==> src/core/frp_defines.svh <==
// Purpose: constants for the flash rewrite protection block
// Assumes: APB slave with 32-bit data, byte addresses
// Notes: option byte fields follow the startup option byte layout
`ifndef FRP_DEFINES_SVH
`define FRP_DEFINES_SVH
`define FRP_ADDR_W 16
`define FRP_OPT_ADDR 16'hFFFF
`define FRP_VEC_LO_ADDR 16'hFFFC
`define FRP_VEC_MID_ADDR 16'hFFFD
`define FRP_VEC_HI_ADDR 16'hFFFE
`define FRP_VEC_ERASED 20'hFFFFF
`define FRP_ERASED_BYTE 8'hFF
`define FRP_ID_BYTES 7
`define FRP_NUM_CMDS 7
`define FRP_NUM_PBLK 6
`define FRP_BIT_WDT 0
`define FRP_BIT_RCR 2
`define FRP_BIT_RCP 3
`define FRP_BIT_VLO 4
`define FRP_BIT_VHI 5
`define FRP_BIT_VMS 6
`define FRP_BIT_CSP 7
`define FRP_OFF_CTRL 12'h000
`define FRP_OFF_LOCK 12'h004
`define FRP_OFF_CMD 12'h008
`define FRP_OFF_STAT 12'h00C
`define FRP_OFF_OPT 12'h010
`define FRP_OFF_IDCMP 12'h014
`define FRP_CTRL_RST 32'h0000_0000
`define FRP_LOCK_RST 32'h0000_003F
`endif

==> src/core/frp_pkg.sv <==
// Purpose: types for the flash rewrite protection block
// Assumes: used with frp_defines.svh
// Notes: command codes are local encodings
package frp_pkg;
  typedef enum logic [2:0] {
    FRP_CMD_READ_ARRAY = 3'h0,
    FRP_CMD_PROGRAM = 3'h1,
    FRP_CMD_BLOCK_ERASE = 3'h2,
    FRP_CMD_LOCK_PROGRAM = 3'h3,
    FRP_CMD_READ_LOCK = 3'h4,
    FRP_CMD_CLEAR_STATUS = 3'h5,
    FRP_CMD_BLANK_CHECK = 3'h6
  } frp_cmd_t;
  typedef enum logic [3:0] {
    FRP_ID_IDLE = 4'b0001,
    FRP_ID_RUN = 4'b0010,
    FRP_ID_PASS = 4'b0100,
    FRP_ID_FAIL = 4'b1000
  } frp_id_st_t;
  typedef enum logic [1:0] {
    FRP_MODE_CPU = 2'h0,
    FRP_MODE_SERIAL = 2'h1,
    FRP_MODE_PARALLEL = 2'h2
  } frp_mode_t;
endpackage

==> src/core/frp_top.sv <==
// Purpose: flash rewrite gating, ID check, ROM code protect, option decode
// Assumes: flash array and sequencer outside; mode, option and vector bytes are
//   on-chip signals in the clk_sys_i domain
// Notes: option byte captured once per reset
`timescale 1ns/1ps
`default_nettype none
`include "frp_defines.svh"
module frp_top #(
  parameter int NUM_PBLK = `FRP_NUM_PBLK,
  parameter int ID_BYTES = `FRP_ID_BYTES
) (
  input wire logic clk_sys_i,
  input wire logic resetn_i,
  input wire logic psel_i,
  input wire logic penable_i,
  input wire logic pwrite_i,
  input wire logic [11:0] paddr_i,
  input wire logic [31:0] pwdata_i,
  output logic [31:0] prdata_o,
  output logic pready_o,
  output logic pslverr_o,
  input wire logic [1:0] mode_i,
  input wire logic [7:0] flash_opt_byte_i,
  input wire logic [7:0] vec_lo_i,
  input wire logic [7:0] vec_mid_i,
  input wire logic [7:0] vec_hi_i,
  input wire logic id_byte_vld_i,
  input wire logic [7:0] id_byte_i,
  input wire logic [7:0] id_ref_byte_i,
  output logic [2:0] id_ref_idx_o,
  input wire logic pgm_cmd_vld_i,
  input wire logic [2:0] pgm_cmd_i,
  input wire logic pgm_is_data_blk_i,
  input wire logic [2:0] pgm_blk_i,
  input wire logic pgm_blk_b_i,
  input wire logic opt_blk_sel_i,
  output logic flash_cmd_vld_o,
  output logic [2:0] flash_cmd_o,
  output logic cmd_reject_o,
  output logic parallel_reject_o,
  output logic watchdog_autostart_o,
  output logic [1:0] voltage_detect_0_level_o,
  output logic volt_monitor_reset_en_o,
  output logic count_source_protect_o
);
  typedef struct packed {
    logic cap_done;
    logic [7:0] opt;
    logic [NUM_PBLK-1:0] lock;
    logic data_block_a_protect;
    logic data_block_b_protect;
    frp_pkg::frp_id_st_t id_st;
    logic [2:0] id_idx;
    logic [31:0] rdata;
    logic cmd_vld;
    logic [2:0] cmd;
    logic rej;
    logic prej;
    logic [2:0] sw_cmd;
    logic sw_go;
  } frp_state_t;
  frp_state_t st_q;
  frp_state_t st_d;
  logic apb_acc;
  logic vec_erased;
  logic rom_prot;
  logic [2:0] cmd_c;
  logic cmd_prog_erase;
  logic cmd_vld_c;
  logic blk_locked;
  logic ser_block;
  logic par_block;
  logic [7:0] opt_now;
  assign apb_acc = psel_i & penable_i;
  // Erased array reads FFh in every byte
  assign opt_now = flash_opt_byte_i;
  assign vec_erased = ({vec_hi_i[3:0], vec_mid_i, vec_lo_i} == `FRP_VEC_ERASED);
  assign rom_prot = st_q.opt[`FRP_BIT_RCR] & ~st_q.opt[`FRP_BIT_RCP];
  // Software writes to the command register win over programmer ones
  assign cmd_c = st_q.sw_go ? st_q.sw_cmd : pgm_cmd_i;
  assign cmd_vld_c = st_q.sw_go | pgm_cmd_vld_i;
  assign cmd_prog_erase = (cmd_c == 3'(frp_pkg::FRP_CMD_PROGRAM)) |
                          (cmd_c == 3'(frp_pkg::FRP_CMD_BLOCK_ERASE)) |
                          (cmd_c == 3'(frp_pkg::FRP_CMD_LOCK_PROGRAM));
  always_comb
  begin
    // Software commands use the same block lines as the programmer
    blk_locked = 1'b0;
    if (pgm_is_data_blk_i)
    begin
      blk_locked = pgm_blk_b_i ? st_q.data_block_b_protect : st_q.data_block_a_protect;
    end
    else if (int'(pgm_blk_i) < NUM_PBLK)
    begin
      blk_locked = st_q.lock[pgm_blk_i];
    end
  end
  assign ser_block = (mode_i == frp_pkg::FRP_MODE_SERIAL) && !vec_erased &&
                     (st_q.id_st != frp_pkg::FRP_ID_PASS);
  assign par_block = (mode_i == frp_pkg::FRP_MODE_PARALLEL) && rom_prot;
  always_comb
  begin
    st_d = st_q;
    st_d.cmd_vld = 1'b0;
    st_d.rej = 1'b0;
    st_d.prej = 1'b0;
    st_d.sw_go = 1'b0;
    if (!st_q.cap_done)
    begin
      st_d.opt = opt_now;
      st_d.cap_done = 1'b1;
    end
    if (mode_i != frp_pkg::FRP_MODE_SERIAL)
    begin
      st_d.id_st = frp_pkg::FRP_ID_IDLE;
      st_d.id_idx = 3'h0;
    end
    else if (id_byte_vld_i && st_q.id_st != frp_pkg::FRP_ID_FAIL)
    begin
      if (id_byte_i != id_ref_byte_i)
      begin
        st_d.id_st = frp_pkg::FRP_ID_FAIL;
      end
      else if (int'(st_q.id_idx) == ID_BYTES - 1)
      begin
        st_d.id_st = frp_pkg::FRP_ID_PASS;
      end
      else
      begin
        st_d.id_st = frp_pkg::FRP_ID_RUN;
        st_d.id_idx = st_q.id_idx + 3'h1;
      end
    end
    if (cmd_vld_c)
    begin
      // Codes beyond the seven are refused as well
      if (cmd_c == 3'h7 || (!st_q.sw_go && (ser_block || par_block)) ||
          (cmd_prog_erase && blk_locked))
      begin
        st_d.rej = 1'b1;
        st_d.prej = !st_q.sw_go && par_block;
      end
      else
      begin
        st_d.cmd_vld = 1'b1;
        st_d.cmd = cmd_c;
      end
    end
    st_d.rdata = 32'h0000_0000;
    if (psel_i && !penable_i && !pwrite_i)
    begin
      unique case (paddr_i)
        `FRP_OFF_CTRL: st_d.rdata = {30'h0, st_q.data_block_b_protect,
                                     st_q.data_block_a_protect};
        `FRP_OFF_LOCK: st_d.rdata = 32'(st_q.lock);
        `FRP_OFF_CMD: st_d.rdata = {29'h0, st_q.cmd};
        `FRP_OFF_STAT: st_d.rdata = {24'h0, st_q.id_st, 1'b0, rom_prot,
                                     st_q.rej, st_q.cmd_vld};
        `FRP_OFF_OPT: st_d.rdata = {24'h0, st_q.opt};
        `FRP_OFF_IDCMP: st_d.rdata = {29'h0, st_q.id_idx};
        default: st_d.rdata = 32'h0000_0000;
      endcase
    end
    if (apb_acc && pwrite_i)
    begin
      unique case (paddr_i)
        `FRP_OFF_CTRL:
        begin
          st_d.data_block_a_protect = pwdata_i[0];
          st_d.data_block_b_protect = pwdata_i[1];
        end
        `FRP_OFF_LOCK: st_d.lock = pwdata_i[NUM_PBLK-1:0];
        `FRP_OFF_CMD:
        begin
          st_d.sw_cmd = pwdata_i[2:0];
          st_d.sw_go = 1'b1;
        end
        default:
        begin
        end
      endcase
    end
  end
  always_ff @(posedge clk_sys_i or negedge resetn_i)
  begin
    if (!resetn_i)
    begin
      st_q <= '{cap_done: 1'b0, opt: `FRP_ERASED_BYTE,
                lock: NUM_PBLK'(`FRP_LOCK_RST), data_block_a_protect: 1'b0,
                data_block_b_protect: 1'b0, id_st: frp_pkg::FRP_ID_IDLE,
                id_idx: 3'h0, rdata: 32'h0000_0000, cmd_vld: 1'b0, cmd: 3'h0,
                rej: 1'b0, prej: 1'b0, sw_cmd: 3'h0, sw_go: 1'b0};
    end
    else
    begin
      st_q <= st_d;
    end
  end
  assign prdata_o = st_q.rdata;
  assign pready_o = 1'b1;
  assign pslverr_o = apb_acc && (paddr_i[1:0] != 2'h0 || paddr_i > `FRP_OFF_IDCMP);
  assign id_ref_idx_o = st_q.id_idx;
  assign flash_cmd_vld_o = st_q.cmd_vld;
  assign flash_cmd_o = st_q.cmd;
  assign cmd_reject_o = st_q.rej;
  assign parallel_reject_o = st_q.prej;
  assign watchdog_autostart_o = ~st_q.opt[`FRP_BIT_WDT];
  assign voltage_detect_0_level_o = {st_q.opt[`FRP_BIT_VHI], st_q.opt[`FRP_BIT_VLO]};
  assign volt_monitor_reset_en_o = ~st_q.opt[`FRP_BIT_VMS];
  assign count_source_protect_o = ~st_q.opt[`FRP_BIT_CSP];
endmodule
`default_nettype wire

==> config.mk <==
export PLATFORM = sky130hd
export DESIGN_NAME = frp_top
export DESIGN_NICKNAME = d
export VERILOG_FILES = /design/src/core/frp_pkg.sv /design/src/core/frp_top.sv
export VERILOG_INCLUDE_DIRS = /design/src /design/src/core
export SDC_FILE = /design/constraint.sdc
export NUM_CORES = 1
export LEC_CHECK = 0
export CAP_MARGIN = 20
export CORE_MARGIN = 1
export CORE_UTILIZATION = 35
export CTS_CLUSTER_DIAMETER = 40
export CTS_CLUSTER_SIZE = 20
export DETAILED_ROUTE_END_ITERATION = 12
export DONT_BUFFER_PORTS = 1
export PLACE_DENSITY = 0.48
export REMOVE_ABC_BUFFERS = 1
export SYNTH_ARGS = -nofsm -noshare
export SYNTH_HDL_FRONTEND = slang
export SYNTH_SLANG_ARGS = --single-unit
==> constraint.sdc <==
create_clock -name clk_sys_i -period 5.02 [get_ports clk_sys_i]
set_input_delay 0.753 -clock clk_sys_i [delete_from_list [all_inputs] [get_ports clk_sys_i]]
set_output_delay 0.753 -clock clk_sys_i [all_outputs]
set_load 0.05 [all_outputs]
==> Flow_metrics.wiki, run 1 <==
{| class="wikitable"
! Metric !! Value
|-
| Placed wire-length estimate || 4.36 mm
|-
| Layout Nets || 350
|-
| Vias after detailed routing || 1702
|-
| # setup viols final || 0
|-
| Total track usage || 14.9%
|-
| Slew of the pin with the lowest slew margin || 1.03 ns
|-
| Die W || 88.4 um
|-
| Number of clock buffers inserted by TritonCTS || 5
|-
| Slack of the critical path || 2.42 ns
|-
| Power consumption || 0.832 mW
|-
| Count of unique library cells instantiated by Yosys || 49
|-
| Die height || 88.4 um
|-
| Source-to-sink clock delay at the later pin of the worst-skew pair || 0.29 ns
|-
| Portion of the post-synthesis area used by sequential elements || 41.0%
|-
| Total congestion overflow || 0
|-
| Depth of the worst register-to-register path || 5
|-
| Post-DRT Antenna Nets || 0
|-
| Number of global-route vias before repair || 1628
|-
| Global placer's final weighted congestion || 0.801
|-
| Worst supply voltage drop on vdd || 0.139 mV
|-
| Post-synthesis instance area || 0.00261 mm^2
|-
| Number of placed I/O pins || 158
|-
| Pin count of the biggest net entering global routing || 43
|-
| Final critical-path required period || 2.60 ns
|-
| Number of search-and-repair iterations in the first detailed-routing pass || 4
|-
| Initial Utilization || 36.2%
|-
| #FFs+latches synth || 42
|-
| Hold violation count in the final report || 0
|-
| Layout overhead on the synthesized area || 1.10%
|-
| Post-Place Setup Slack || 2.41 ns
|-
| Rel. slew slack || 31.7%
|-
| End point of the critical path || pslverr_o
|-
| Kind of launch point of the worst setup path || input pin
|-
| Count of input and output buffers || 0
|-
| Clock slew seen by the registers of the worst setup and hold paths || 0.08 ns
|-
| Non-filler instance count after layout || 339
|-
| CTS Root Cell || sky130_fd_sc_hd__clkbuf_8
|-
| Highest-count cells in the layout ignoring fill and taps || 27 x sky130_fd_sc_hd__dfrtp_1, 26 x sky130_fd_sc_hd__conb_1, 23 x sky130_fd_sc_hd__nor2_1, 22 x sky130_fd_sc_hd__mux2_2, 15 x sky130_fd_sc_hd__dfstp_2
|-
| Row Count || 31
|-
| Maximum fanout along the worst path || 5
|-
| Post-synth EDFFs || 0
|-
| Routed len/inst || 16.2 um
|-
| Reported leakage power || 1.13 nW
|-
| Post-route cell area || 0.00264 mm^2
|-
| Post-synthesis average cell area || 10.3 um^2
|-
| Starting DRC count in detailed routing || 113
|-
| Most common cell after layout, fill and taps aside || sky130_fd_sc_hd__dfrtp_1
|-
| First-pass GRT wire length || 8.74 mm
|-
| RR Startpoint || st_q[59]$_DFFE_PN1N_
|-
| Final worst path period share || 51.8%
|-
| Number of slew-limit violations in the final report || 0
|-
| Die Footprint || 0.00781 mm^2
|-
| Proportion of register bits with asynchronous set or reset after synthesis || 100%
|-
| CP endpoint kind || primary output
|-
| Average vias per placed instance || 5.02
|-
| Total wire length || 5.50 mm
|-
| Setup repair after global routing missed its margin || no
|-
| Path class of the lowest-slack min-delay path || input pin to async pin
|-
| Worst R2R Setup Slack || 2.92 ns
|-
| Post-route clock skew || 0.0111 ns
|-
| Achievable frequency || 0.385 GHz
|-
| Status || complete, no violations
|-
| Post CTS Setup Buffer Count || 0
|-
| DRC violation count after routing || 0
|-
| Power Dens Cells || 315 mW/mm^2
|-
| Count of yosys warnings during synthesis || 0
|-
| TritonCTS clock tree || built
|-
| Number of antenna violations at the first check in global routing || 1
|-
| Endpoint of the most critical register-to-register path || flash_cmd_o[2]$_DFFE_PN0P_
|-
| Startpoint of the most critical setup path || paddr_i[1]
|-
| Number of hold buffers added after cts || 0
|-
| Number of cells after detailed placement || 330
|-
| Fraction of layout instances using a drive strength above 1 || 22.6%
|-
| WP data arrival || 1.85 ns
|-
| # clock sinks || 42
|-
| Resized cells post-CTS || 0
|-
| Setup CP Type || input pin to primary output
|-
| WP data required || 4.27 ns
|-
| Total cell area at the placement stage || 0.00249 mm^2
|-
| Maximum number of buffers from clock root to sink || 2
|-
| H-tree depth || 2
|-
| Leading register cell type out of synthesis || sky130_fd_sc_hd__dfrtp_1
|-
| Maximum capacitance violations || 0
|-
| Summed negative setup slack over all endpoints || 0 ns
|-
| Core box area || 0.00721 mm^2
|-
| Number of cells produced by synthesis || 254
|}
registers in the layout (all words and copies together), names as in the netlist:
signal / flops
id_ref_idx_o: 3
flash_cmd_o: 3
st_q: 23
voltage_detect_0_level_o: 2
cmd_reject_o: 1
prdata_o: 8
flash_cmd_vld_o: 1
parallel_reject_o: 1
kinds of logic after synthesis:
| group | Yosys count | synth area share (%) |
|---|---|---|
| flops | 42 | 41.0 |
| compound gates | 34 | 9.54 |
| xor+xnor | 9 | 3.02 |
| mux | 32 | 13.9 |
| simple gates | 76 | 17.3 |
| buf+inv | 57 | 14.1 |
| fa+ha+maj | 2 | 0.959 |
| other cells | 2 | 0.288 |
final cells by class:
| cell class | instances | area [um^2] |
|---|---|---|
| Clock buffer | 6 | 82.6 |
| Multi-Input combinational cell | 179 | 1260 |
| Clock inverter | 2 | 60.1 |
| Sequential cell | 42 | 1070 |
| Tap cell | 99 | 124 |
| Fill cell | 758 | 4580 |
| Inverter | 10 | 37.5 |
| Antenna cell | 1 | 2.50 |
synthesized netlist by cell type, drive strengths merged (2+ instances only):
cell,n,area (um^2)
or2,3,18.8
o21ai,3,15.0
mux2,23,259
xnor2,2,17.5
nand3,5,30.0
mux2i,8,80.1
nand2,8,30.0
nor4,4,31.3
ha,2,25.0
o21a,4,30.0
xor2,7,61.3
nand2b,2,12.5
buf,41,308
a21oi,6,30.0
o22a,2,17.5
a22oi,6,45.0
inv,10,37.5
dfstp,15,394
nand4,7,43.8
clkbuf,6,22.5
nor2,23,86.3
a32oi,3,26.3
a2bb2oi,2,17.5
o31a,2,17.5
conb,2,7.51
nor4b,2,17.5
nor2b,3,18.8
nand3b,2,15.0
nor3,6,30.0
dfrtp,27,676
nor3b,4,52.6
per-layer routing:
layer	wire length (um)	GRT usage, %	share of wire [%]
met2	2660	24.0	48
met4	42	3.96	0.76
met5	0	0	0
met1	2360	19.6	43
met3	439	4.57	8.0
through the flow:
stage | util, % | hold slack (ns)
global route | 36.6 | 0.127
finish | 36.6 | 0.148
CTS | 36.5 | 0.134
global placement | 34.6 | 0.458
detailed placement | 34.6 | 0.459
floorplan | - | 0.457
critical path, stage by stage:
cell	delay, ns
sky130_fd_sc_hd__nor3_1	0.04
sky130_fd_sc_hd__and3_1	0.24
sky130_fd_sc_hd__a21oi_1	0.81
power breakdown:
| group | total (mW) | leakage [nW] | internal (mW) | switching, mW |
|---|---|---|---|---|
| Clock | 0.329 | 0.0714 | 0.212 | 0.116 |
| Sequential | 0.402 | 0.522 | 0.358 | 0.0438 |
| Combinational | 0.102 | 0.533 | 0.0306 | 0.0712 |
| Total | 0.832 | 1.13 | 0.601 | 0.232 |
how the worst min path moves through the flow:
stage                                   endpoint  cells past startpoint
after CTS                  prdata_o[7]$_DFF_PN0_                      0
final                      prdata_o[7]$_DFF_PN0_                      0
after detailed placement    st_q[48]$_DFFE_PN0P_                      0
after global routing       prdata_o[0]$_DFF_PN0_                      0
after global placement      st_q[48]$_DFFE_PN0P_                      0
after floorplan           cmd_reject_o$_DFF_PN0_                      0
(Power assumes the default switching activity.)
==> run 2: changes to the inputs <==
clock period = 2.4 ns   (was 5.02 ns; I/O delays follow)
==> Flow_metrics.wiki, run 2 (same netlist as run 1, synthesis figures left out) <==
{| class="wikitable"
! Metric !! Value
|-
| Status || complete, no violations
|-
| Final worst path period share || 85.2%
|-
| Path class of the lowest-slack min-delay path || input pin to flip-flop
|-
| Hold violation count in the final report || 0
|-
| Total track usage || 14.9%
|-
| Slew of the pin with the lowest slew margin || 0.595 ns
|-
| End point of the critical path || flash_cmd_o[2]$_DFFE_PN0P_
|-
| Maximum number of buffers from clock root to sink || 2
|-
| Count of inserted antenna diode cells || 0
|-
| Post-DRT Antenna Nets || 0
|-
| Delay-heaviest family, CP || compound AO/OA/AOI/OAI gates
|-
| Max FFs per register || 23
|-
| Kind of launch point of the worst setup path || flip-flop
|-
| Layout overhead on the synthesized area || 1.63%
|-
| Initial Utilization || 36.2%
|-
| Rel. slew slack || 60.3%
|-
| WP data arrival || 2.23 ns
|-
| Number of slew-limit violations in the final report || 0
|-
| Post-route clock skew || 0.00433 ns
|-
| Row Count || 31
|-
| CTS Root Cell || sky130_fd_sc_hd__clkbuf_8
|-
| Register bank with the most flops || st_q
|-
| Total congestion overflow || 0
|-
| Total wire length || 5.44 mm
|-
| Critical-path top delay cell || sky130_fd_sc_hd__dfstp_2
|-
| Endpoint of the most critical register-to-register path || flash_cmd_o[2]$_DFFE_PN0P_
|-
| Number of global-route vias before repair || 1573
|-
| Number of clock buffers inserted by TritonCTS || 5
|-
| Maximum fanout along the worst path || 5
|-
| RR Startpoint || st_q[59]$_DFFE_PN1N_
|-
| Setup CP Type || flip-flop to flip-flop
|-
| Achievable frequency || 0.489 GHz
|-
| Worst R2R Setup Slack || 0.36 ns
|-
| Reported leakage power || 1.14 nW
|-
| Pin count of the biggest net entering global routing || 43
|-
| Power Dens Cells || 583 mW/mm^2
|-
| TritonCTS clock tree || built
|-
| H-tree depth || 2
|-
| Placed wire-length estimate || 4.31 mm
|-
| Depth of the worst register-to-register path || 5
|-
| Hold Path Origin || paddr_i[3]
|-
| Worst-path cell chain || nand4bb_1 -> nor4b_1 -> a221oi_1 -> nor3_1 -> o22a_1
|-
| Core box area || 0.00721 mm^2
|-
| Resized cells post-CTS || 0
|-
| Vias after detailed routing || 1679
|-
| Highest-count cells in the layout ignoring fill and taps || 27 x sky130_fd_sc_hd__dfrtp_1, 26 x sky130_fd_sc_hd__conb_1, 23 x sky130_fd_sc_hd__nor2_1, 22 x sky130_fd_sc_hd__mux2_2, 15 x sky130_fd_sc_hd__dfstp_2
|-
| Startpoint of the most critical setup path || st_q[59]$_DFFE_PN1N_
|-
| DRC violation count after routing || 0
|-
| Die height || 88.4 um
|-
| Number of placed I/O pins || 158
|-
| Average vias per placed instance || 4.87
|-
| Layout Nets || 357
|-
| Global placer's final weighted congestion || 0.806
|-
| Filler Cell Count || 757
|-
| Worst supply voltage drop on vdd || 0.226 mV
|-
| Summed negative setup slack over all endpoints || 0 ns
|-
| # clock sinks || 42
|-
| Most common cell after layout, fill and taps aside || sky130_fd_sc_hd__dfrtp_1
|-
| Total cell area at the placement stage || 0.00253 mm^2
|-
| Delay of the slowest cell on the worst path || 0.58 ns
|-
| Fraction of layout instances using a drive strength above 1 || 24.0%
|-
| Number of antenna violations at the first check in global routing || 0
|-
| Count of input and output buffers || 0
|-
| Number of buffers and inverters on the critical path || 0
|-
| # setup viols final || 0
|-
| CP endpoint kind || flip-flop
|-
| Die Footprint || 0.00781 mm^2
|-
| Maximum capacitance violations || 0
|-
| Number of cells on the critical path || 5
|-
| Number of search-and-repair iterations in the first detailed-routing pass || 4
|-
| First-pass GRT wire length || 8.52 mm
|-
| Starting DRC count in detailed routing || 66
|-
| Source-to-sink clock delay at the later pin of the worst-skew pair || 0.29 ns
|-
| Post-route cell area || 0.00265 mm^2
|-
| Die W || 88.4 um
|-
| Routed len/inst || 15.8 um
|-
| Clock slew seen by the registers of the worst setup and hold paths || 0.08 ns
|-
| WP data required || 2.59 ns
|-
| Setup repair after global routing missed its margin || no
|-
| Final critical-path required period || 2.04 ns
|-
| Post CTS Setup Buffer Count || 0
|}
## run 2: changes by cell type in the layout (fill, tap and decap cells not counted)
cell,before,now
sky130_fd_sc_hd__buf_12,0,1
sky130_fd_sc_hd__buf_4,0,5
sky130_fd_sc_hd__bufinv_16,2,0
sky130_fd_sc_hd__clkbuf_1,0,1
sky130_fd_sc_hd__clkinv_2,0,1
sky130_fd_sc_hd__diode_2,1,0
sky130_fd_sc_hd__dlygate4sd3_1,0,1
## run 2: timing repair
action	4_1_cts	5_1_grt
hold buffers	2	0
endpoints found under the setup margin	0	0
endpoints found under the hold margin	42	0
## run 2: cell type report
cell class / instances / area, um^2 / area share, %
Sequential cell: 42 / 1070 / 40.3
Timing Repair Buffer: 7 / 67.6 / 2.55
Clock inverter: 1 / 5.00 / 0.189
Clock buffer: 7 / 86.3 / 3.25
Tap cell: 99 / 124 / 4.67
Multi-Input combinational cell: 179 / 1260 / 47.6
Inverter: 10 / 37.5 / 1.42
## run 2: worst register-to-register path, cell delays in order, from the launching register on
cell,delay (ns)
sky130_fd_sc_hd__dfstp_2,0.58
sky130_fd_sc_hd__nand4bb_1,0.19
sky130_fd_sc_hd__nor4b_1,0.20
sky130_fd_sc_hd__a221oi_1,0.54
sky130_fd_sc_hd__nor3_1,0.21
sky130_fd_sc_hd__o22a_1,0.24
## run 2: worst min-delay path by stage
stage	to	slack [ns]	cells past startpoint
after floorplan	cmd_reject_o$_DFF_PN0_	0.06	0
after global placement	st_q[48]$_DFFE_PN0P_	0.07	0
after detailed placement	st_q[48]$_DFFE_PN0P_	0.07	0
after CTS	prdata_o[3]$_DFF_PN0_	0.12	1
after global routing	prdata_o[3]$_DFF_PN0_	0.12	1
final	prdata_o[3]$_DFF_PN0_	0.14	1
## run 2: metrics by stage
stage | total power, mW | hold slack, ns | cells | setup WS, ns | util, %
after detailed placement | 1.07 | 0.0655 | 335 | 0.313 | 35.1
after global placement | 1.07 | 0.0653 | 335 | 0.309 | 35.1
after CTS | 1.57 | 0.124 | 345 | 0.325 | 36.8
after floorplan | 1.04 | 0.0644 | 231 | 0.562 | -
final | 1.55 | 0.138 | 345 | 0.356 | 36.8
after global routing | 1.63 | 0.124 | 345 | 0.142 | 36.8
## run 2: metal layers
layer	up-vias	share of wire [%]	track usage, %
met5	-	0	0
met4	0	1.3	5.13
met3	7	7.7	5.32
met2	66	46	22.2
met1	797	45	20.1
li1	809	-	-
## run 2: power by group
part	switching, mW	leakage [nW]	internal (mW)
clock	0.240	0.0482	0.232
sequential	0.0921	0.522	0.748
combinational	0.163	0.572	0.0706
total	0.495	1.14	1.05
